[src/rtl/lars_cfg.svh]
`ifndef LARS_CFG_SVH
`define LARS_CFG_SVH

// pixel and readout counts
`define LARS_PIXELS         128
`define LARS_CNT_W          8
`define LARS_CNT_FIRST      8'h01
`define LARS_CNT_SETUP_LAST 8'h12
`define LARS_CNT_INT_START  8'h13
`define LARS_CNT_LAST_PIX   8'h80
`define LARS_CNT_END        8'h81

// charge transfer wait in ns, system clock period in ns
`define LARS_CLK_NS         32'h0000_0014
`define LARS_TQT_NS         32'h0000_4E20
`define LARS_WAIT_W         10
`define LARS_TQT_CYCLES     ((`LARS_TQT_NS + `LARS_CLK_NS - 32'h0000_0001) / `LARS_CLK_NS)

// sequencer state codes, gray along idle-setup-readout-transfer
`define LARS_ST_IDLE        2'h0
`define LARS_ST_SETUP       2'h1
`define LARS_ST_READOUT     2'h3
`define LARS_ST_TRANSFER    2'h2

`endif

[src/rtl/lars_pkg.sv]
`include "lars_cfg.svh"

package lars_pkg;

	// readout sequencer phases
	typedef enum logic [1:0] {
		lars_st_idle     = `LARS_ST_IDLE,
		lars_st_setup    = `LARS_ST_SETUP,
		lars_st_readout  = `LARS_ST_READOUT,
		lars_st_transfer = `LARS_ST_TRANSFER
	} lars_state_t;

	typedef logic [`LARS_CNT_W-1:0] lars_count_t;

endpackage

[src/rtl/lars_sequencer.sv]
`include "lars_cfg.svh"

module lars_sequencer #(
	parameter int PIXELS = `LARS_PIXELS
) (
	// system
	input  wire logic                clk,
	input  wire logic                rst,
	// controller pins, asynchronous to clk
	input  wire logic                sensor_clk_pin,
	input  wire logic                frame_start_pin,
	// pixel routing
	output logic [PIXELS-1:0]        pixel_select,
	output logic [PIXELS-1:0]        sample_connect,
	output logic                     analog_pixel_out_en,
	// integration control and status
	output logic                     sample_freeze,
	output logic                     integrator_reset,
	output logic                     charge_transfer_wait,
	output lars_pkg::lars_count_t    clock_count
);
	import lars_pkg::*;

	logic                    sclk_s1;
	logic                    sclk_s2;
	logic                    sclk_d;
	logic                    fs_s1;
	logic                    fs_s2;
	logic                    fs_d;
	logic                    clock_edge;
	logic                    fs_rise;
	logic [PIXELS-1:0]       next_shift;
	lars_count_t             next_count;
	lars_state_t             state;
	logic [`LARS_WAIT_W-1:0] wait_cnt;

	// two-stage synchronisers for the controller pins
	always_ff @(posedge clk) begin
		if (rst) begin
			sclk_s1 <= 1'b0;
			sclk_s2 <= 1'b0;
			sclk_d  <= 1'b0;
			fs_s1   <= 1'b0;
			fs_s2   <= 1'b0;
			fs_d    <= 1'b0;
		end else begin
			sclk_s1 <= sensor_clk_pin;
			sclk_s2 <= sclk_s1;
			sclk_d  <= sclk_s2;
			fs_s1   <= frame_start_pin;
			fs_s2   <= fs_s1;
			fs_d    <= fs_s2;
		end
	end

	// edge detection after synchronisation
	assign clock_edge = sclk_s2 & ~sclk_d;
	assign fs_rise    = fs_s2 & ~fs_d;

	// shift register next value: start level enters pixel 1
	always_comb begin
		next_shift = {pixel_select[PIXELS-2:0], fs_s2};
	end

	// count of sensor clocks since the start bit entered
	always_comb begin
		next_count = clock_count;
		if (clock_edge) begin
			if (fs_s2) begin
				next_count = `LARS_CNT_FIRST;
			end else if (clock_count == `LARS_CNT_END) begin
				next_count = '0;
			end else if (clock_count != '0) begin
				next_count = clock_count + `LARS_CNT_FIRST;
			end
		end
	end

	// shift register and output enable, both moved on sensor edges
	always_ff @(posedge clk) begin
		if (rst) begin
			pixel_select        <= '0;
			analog_pixel_out_en <= 1'b0;
		end else if (clock_edge) begin
			pixel_select        <= next_shift;
			analog_pixel_out_en <= |next_shift;
		end
	end

	// clock counter
	always_ff @(posedge clk) begin
		if (rst) begin
			clock_count <= '0;
		end else begin
			clock_count <= next_count;
		end
	end

	// sample hold: raised by start edge, dropped once bit is captured
	always_ff @(posedge clk) begin
		if (rst) begin
			sample_freeze <= 1'b0;
		end else if (clock_edge && fs_s2) begin
			sample_freeze <= 1'b0;
		end else if (fs_rise) begin
			sample_freeze <= 1'b1;
		end
	end

	// integrator reset from start edge through the 18th clock
	always_ff @(posedge clk) begin
		if (rst) begin
			integrator_reset <= 1'b0;
		end else if (fs_rise) begin
			integrator_reset <= 1'b1;
		end else if (clock_edge && next_count == `LARS_CNT_INT_START) begin
			integrator_reset <= 1'b0;
		end
	end

	// per-pixel sampling switch: reconnect once read and integrating
	for (genvar i = 0; i < PIXELS; i++) begin : g_connect
		localparam lars_count_t READ_DONE = lars_count_t'(i + 2);
		always_ff @(posedge clk) begin
			if (rst) begin
				sample_connect[i] <= 1'b1;
			end else if (fs_rise) begin
				sample_connect[i] <= 1'b0;
			end else if (clock_edge && next_count >= `LARS_CNT_INT_START && next_count >= READ_DONE) begin
				sample_connect[i] <= 1'b1;
			end else if (clock_edge && next_count == '0 && !sample_freeze) begin
				sample_connect[i] <= 1'b1;
			end
		end
	end

	// phase machine
	always_ff @(posedge clk) begin
		if (rst) begin
			state <= lars_st_idle;
		end else if (clock_edge && fs_s2) begin
			state <= lars_st_setup;
		end else begin
			case (state)
				lars_st_idle: begin
					state <= lars_st_idle;
				end
				lars_st_setup: begin
					if (clock_edge && next_count == `LARS_CNT_INT_START) begin
						state <= lars_st_readout;
					end
				end
				lars_st_readout: begin
					if (clock_edge && clock_count == `LARS_CNT_LAST_PIX) begin
						state <= lars_st_transfer;
					end
				end
				lars_st_transfer: begin
					if (wait_cnt == '0) begin
						state <= lars_st_idle;
					end
				end
				default: begin
					state <= lars_st_idle;
				end
			endcase
		end
	end

	// charge transfer wait counter, loaded at the 129th edge
	always_ff @(posedge clk) begin
		if (rst) begin
			wait_cnt <= '0;
		end else if (state == lars_st_readout && clock_edge && clock_count == `LARS_CNT_LAST_PIX) begin
			wait_cnt <= `LARS_WAIT_W'(`LARS_TQT_CYCLES - 32'h0000_0001);
		end else if (wait_cnt != '0) begin
			wait_cnt <= wait_cnt - `LARS_WAIT_W'(1);
		end
	end

	// busy flag while the last sample charges
	always_ff @(posedge clk) begin
		if (rst) begin
			charge_transfer_wait <= 1'b0;
		end else begin
			charge_transfer_wait <= (state == lars_st_readout && clock_edge && clock_count == `LARS_CNT_LAST_PIX
				&& !fs_s2) || (state == lars_st_transfer && wait_cnt != '0 && !(clock_edge && fs_s2));
		end
	end
endmodule // lars_sequencer

[config.mk]
export PLATFORM = sky130hd
export DESIGN_NAME = lars_sequencer
export DESIGN_NICKNAME = d
export VERILOG_FILES = /design/src/rtl/lars_pkg.sv /design/src/rtl/lars_sequencer.sv
export VERILOG_INCLUDE_DIRS = /design/src /design/src/rtl
export SDC_FILE = /design/constraint.sdc
export NUM_CORES = 1
export LEC_CHECK = 0
export BUFFER_PORTS_ARGS = -buffer_cell sky130_fd_sc_hd__buf_4
export CORE_MARGIN = 5
export CORE_UTILIZATION = 58
export CTS_CLUSTER_DIAMETER = 50
export DETAILED_ROUTE_END_ITERATION = 10
export MAX_ROUTING_LAYER = met4
export PLACE_DENSITY = 0.85
export SLEW_MARGIN = 20
export SYNTH_ARGS = -nofsm -noshare
export SYNTH_HDL_FRONTEND = slang
export SYNTH_SLANG_ARGS = --single-unit
[constraint.sdc]
create_clock -name clk -period 9.1 [get_ports clk]
set_input_delay 0.455 -clock clk [delete_from_list [all_inputs] [get_ports clk]]
set_output_delay 0.455 -clock clk [all_outputs]
set_load 0.03 [all_outputs]
== Yosys cells after proc, flatten, opt, wreduce, memory -nomap -nowiden ==
Cells that the tools add are included.
Word-level totals
  bits of input ports: 4
  register bits: 286
  output and inout port bits: 268
  word-level logic and storage cells: 843
Cells by class
  equality and inequality tests: 12
  order comparisons: 128
  bitwise gates (word level): 4
  mux-type cells: 270
  reduce and logical (&&, ||, !) cells: 283
  add/subtract/negate cells: 2
Operators with widths (number)
  8-bit by 7-bit greater-or-equal comparator with 1-bit output, second input constant: 64
  3-bit nonzero test: 128
  1-bit 2-to-1 mux: 260
  8-bit by 6-bit greater-or-equal comparator with 1-bit output, second input constant: 32
  1-bit logical AND: 139
  8-bit by 5-bit greater-or-equal comparator with 1-bit output, second input constant: 16
  128-bit OR reduction: 1
  8-bit by 4-bit greater-or-equal comparator with 1-bit output, second input constant: 8
  8-bit by 3-bit greater-or-equal comparator with 1-bit output, second input constant: 4
  8-bit 2-to-1 mux: 4
  10-bit 2-to-1 mux: 2
  8-bit == test, second input constant: 2
  8-bit by 2-bit greater-or-equal comparator with 1-bit output, second input constant: 2
  8-bit greater-or-equal comparator, second input constant: 2
  10-bit logical NOT: 1
  10-bit nonzero test: 1
  10-bit by 1-bit subtractor with 10-bit output, second input constant: 1
  3-bit inequality test, second input constant: 3
  8-bit by 1-bit adder with 8-bit output, second input constant: 1
  8-bit by 5-bit == test with 1-bit output, second input constant: 1
  8-bit logical NOT: 1
  2-bit one-hot mux with 4 select lines: 1
  8-bit nonzero test: 1
  2-bit 2-to-1 mux: 3
  other kinds (11): 21

== Longest topological paths before layout ==
  depth in word-level cells: 11
  mapped depth: 14
  depth with buffers taken out: 9

== Worst setup path before layout ==
Ideal clock, no wire load.
  path kind: flip-flop to flip-flop
  start: reg clock_count[0]
  end: reg sample_connect[80]
  setup time: 0.120 ns
  setup slack: 5.889 ns
  period minus slack after synthesis: 3.211 ns
  cell stages (with the launch flop): 14
  data arrival time: 3.091 ns
  cells stage by stage: dfxtp_1 -> buf_2 -> inv_1 -> ha_1 -> mux2_2 -> a31oi_1 -> o32ai_1 -> o211a_1 -> buf_6 -> and3_1 -> buf_6 -> buf_6 -> o21a_1 -> a211o_1
Between the ends
  cells in the longest elaborated chain, start to end: 10
RTL lines
  from (decl): line lars_sequencer.sv:20  | output lars_pkg::lars_count_t clock_count
  from (signal assigned): line lars_sequencer.sv:95  | clock_count <= next_count;
  8-bit by 1-bit adder with 8-bit output (no line) or 8-bit nonzero test (tied branches)
  8-bit 2-to-1 mux: line lars_sequencer.sv:73  | end else if (clock_count != '0) begin
  8-bit 2-to-1 mux: line lars_sequencer.sv:71  | end else if (clock_count == `LARS_CNT_END) begin
  8-bit 2-to-1 mux: line lars_sequencer.sv:69  | if (fs_s2) begin
  8-bit 2-to-1 mux *: line lars_sequencer.sv:68  | if (clock_edge) begin
  8-bit by 5-bit greater-or-equal comparator with 1-bit output (no line)
  1-bit logical AND (no line)
  1-bit logical AND: line lars_sequencer.sv:129  | end else if (clock_edge && next_count >= `LARS_CNT_INT_START && next_count >= READ_DONE) begin
  1-bit 2-to-1 mux: line lars_sequencer.sv:129
  1-bit 2-to-1 mux: line lars_sequencer.sv:127  | end else if (fs_rise) begin
  to (signal, indexed assignment): line lars_sequencer.sv:126  | sample_connect[i] <= 1'b1;
  to (signal, indexed assignment): line lars_sequencer.sv:128  | sample_connect[i] <= 1'b0;
  to (signal, indexed assignment): line lars_sequencer.sv:130  | sample_connect[i] <= 1'b1;
  to (decl): line lars_sequencer.sv:14  | output logic [PIXELS-1:0] sample_connect,
Every way passes the cells marked *; elsewhere a longest branch is shown, timed or not.
A chain may end at the register's enable or synchronous reset.

== Worst setup path after layout ==
  start: reg clock_count[1]
  end: reg sample_connect[114]
Same word-level chain as after synthesis.

==> summary.md <==
| Metric | Value |
|---|---|
| Status | finished, final reports clean |
| Chip width | 151 µm |
| Final HPWL DP | between 20000 and 30000 µm |
| Design Area, Final | 14600 µm² |
| Synth warnings | 0 |
| Setup Total Neg Slack | 0 ns |
| Worst vdd ir | 164 µV |
| Main combinational cell family by area after synthesis | compound AO/OA/AOI/OAI gates |
| Antenna violations before repair | 0 |
| Worst-path fanout max | 31 |
| Die area | roughly 23000 µm² |
| Clock power share | between 40% and 50% |
| First-pass GRT wire length | slightly above 60000 µm |
| Clock root cell | clkbuf_16 |
| Core box area | roughly 20000 µm² |
| Post-Synth XOR/XNOR Area | less than 1% |
| I/O pins | 272 |
| Syn Area/Cell | 8.41 µm² |
| Critical path class | register to register |
| Synth Area in Compound Gates | 25.3% |
| Commonest non-fill, non-tap cells in the layout | nand2_1 (293), buf_4 (288), dfxtp_1 (286) |
| Cell Int Power | between 2 and 2.5 mW |
| DR WL/cell | 21.5 µm |
| Net Sw Power | between 700 and 800 µW |
| Routability cong. | 1.02 |
| Post-Syn Area | 11500 µm² |
| Final min period | 4.20 ns |
| Power per Cell Area | a little under 200 nW/µm² |
| Area after DPL | between 10000 and 15000 µm² |
| Final Net Count | 1587 |
| Final Setup Violations | 0 |
| RSZ-0062 raised after global routing | false |
| Buffers added on ports | roughly 270 |
| Die height | 151 µm |
| Total GRT Usage | 34.8% |
| Fill cells | approximately 1500 |
| Initial DRC Count | 1361 |
| Post-CTS Resized | 0 |
| Share of cells above drive strength 1 | 22.3% |
| Commonest non-fill, non-tap cell in the layout | nand2_1 |
| Clock Latency Late Sink | 0.55 ns |
| Crit path arrival time | 4.60 ns |
| Clock skew | 0.0142 ns |
| Seq pwr share | 46.9% |
| Logic pwr share | 10.4% |
| Main synth FF type | dfxtp_1 |
| Worst Hold Class | input pin to register |
| Critical path, cell by cell | inv_1 -> ha_1 -> mux2_2 -> a31oi_1 -> o32ai_2 -> o211a_1 -> a31o_2 -> a21oi_1 -> a21oi_1 |
| Final hold violations | 0 |
| Critical Path End Type | register |
| Post-Route WL | between 40000 and 50000 µm |
| Final Cycle Share | a little under half |
| Vias | 11592 |
| Area of the multi-input gates | between 5000 and 6000 µm² |
| Async SR Flop Fraction | 0% |
| Post-synthesis mux area share | less than 1% |
| Antenna Cells | 0 |
| Slew @ Worst Pin | approximately 1.2 ns |
| MaxCap Viol Count | 0 |
| Post-CTS Setup Inserts | 0 |
| Maximum achievable frequency | 238 MHz |
| EDFF count, synth | 0 |
| Hold buffer count at cts | 0 |
| P_leak | 5.60 nW |
| Relative slew slack | a little over 20% |
| Syn_nets | 1377 |
| CTS tree | built |
| Sw frac | roughly 25% |
| Most used cell, CP | a21oi_1 |
| Global route total overflow | 0 |
| Worst setup SP type | register |
| Reg clk slew, reported paths | approximately 0.060 ns |
| Adder-Cell Fraction of Synth Area | 0.435% |
| Initial Util | 58.9% |
| Sequential Area | 5730 µm² |
| Worst endpoint required time | ~9.5 ns |
| Total chip power | between 2 and 3 mW |
| Synth Area in Simple Gates | a little under a fifth |
| Register area share after synthesis | 49.7% |
| Fin. max-slew vios | 0 |
| Crit path max-delay family | compound AO/OA/AOI/OAI gates |
| Routed Antenna Nets | 0 |
| Clk sinks | 286 |
| DRC viols | 0 |
| Synth Register Bits | 286 |
| Area grow syn2layout | 26.6% |
| Row count | 51 |
| Longest Clk Path Bufs | 3 |
| Crit path buf inv count | 1 |
| CP peak stage delay | 0.67 ns |
| First-pass DRT Iterations | 5 |
| Gate Count Post-Synth | 1369 |
| Clock buffers created by TritonCTS | 30 |
| Vias in the first global route | 10796 |
| DR vias/cell | slightly above 6 |
| Largest net degree at the start of global routing | 114 |
| Slowest CP cell | a21oi_1 |
| Yosys cell types | between 70 and 80 |
| # H-tree levels | 1 |
path summary, 6_finish.rpt:
check | startpoint | endpoint | slack (ns) | cells after the start
max | clock_count[1] | sample_connect[114] | 4.90 | 9
min | sensor_clk_pin | sclk_s1 | 0.13 | 2
max reg2reg | clock_count[1] | sample_connect[114] | 4.90 | 9
min reg2reg | fs_s1 | fs_s2 | 0.43 | 1
routing by layer:
metal | part of all wire, % | track usage [%]
met1 | 40 | 48.3
met2 | 46 | 52.0
met3 | 10 | 5.72
met4 | 3.6 | 12.0
met5 | 0 | -
cell usage after synthesis (6+ instances only):
cell / number / area share (%)
a211oi_1: 20 / 1.3
a21oi_1: 191 / 8.3
a221o_1: 7 / 0.61
a31oi_1: 15 / 0.82
buf_1: 7 / 0.23
buf_2: 10 / 0.43
clkbuf_1: 84 / 2.7
dfxtp_1: 286 / 50
inv_1: 15 / 0.49
nand2_1: 293 / 9.6
nand2b_1: 6 / 0.33
nand3_1: 20 / 0.87
nand4_1: 9 / 0.49
nor2_1: 31 / 1.0
nor2b_1: 9 / 0.49
nor3_1: 40 / 1.7
nor4_1: 37 / 2.0
o211ai_1: 27 / 1.8
o21a_1: 35 / 2.3
o21ai_0: 78 / 3.4
o21ai_1: 9 / 0.39
o31a_1: 38 / 2.9
xnor2_1: 10 / 0.76
cell families (layout without fill, tap and decap cells):
group           count (synthesis)  count (layout)
fa+ha+maj                       4               4
xor+xnor                       12              12
simple gates                  477             477
compound gates                462             462
flops                         286             286
mux                             3               3
buf+inv                       125             356
power groups by stage:
stage | clock network [mW] | registers [mW] | logic (mW)
6_report | 1.22 | 1.34 | 0.296
5_1_grt | 1.28 | 1.34 | 0.320
4_1_cts | 1.22 | 1.34 | 0.295
3_5_place_dp | 0 | 1.36 | 0.294
3_3_place_gp | 0 | 1.36 | 0.285
2_1_floorplan | 0 | 1.42 | 0.148
area by class of cell:
type	count	area share, %
Timing Repair Buffer	288	14.8
Inverter	15	0.386
Clock buffer	44	6.00
Multi-Input combinational cell	958	36.4
Clock inverter	9	0.807
Sequential cell	286	39.3
Tap cell	265	2.28
state kept, by name, indices dropped and copies added (netlist names), 2 cells and up:
name / cells
sample_connect: 128
state: 2
clock_count: 8
pixel_select: 128
wait_cnt: 10
stage by stage:
| stage | cells | hold slack [ns] | util (%) | setup WS [ns] |
|---|---|---|---|---|
| after floorplan | 1369 | 0.414 | - | 5.89 |
| final | 1865 | 0.128 | 74.6 | 4.90 |
| after global placement | 1812 | 0.423 | 69.5 | 4.87 |
| after global routing | 1865 | 0.130 | 74.6 | 4.68 |
| after CTS | 1865 | 0.118 | 74.6 | 4.81 |
| after detailed placement | 1812 | 0.431 | 69.5 | 4.85 |
worst register-to-register path: stages, from the launching register on:
cell and delay (ns):
dfxtp_1 0.49, inv_1 0.16, ha_1 0.27, mux2_2 0.32, a31oi_1 0.64, o32ai_2 0.37, o211a_1 0.46, a31o_2 0.53
a21oi_1 0.67, a21oi_1 0.15
Power figures use the tool's default switching activity.
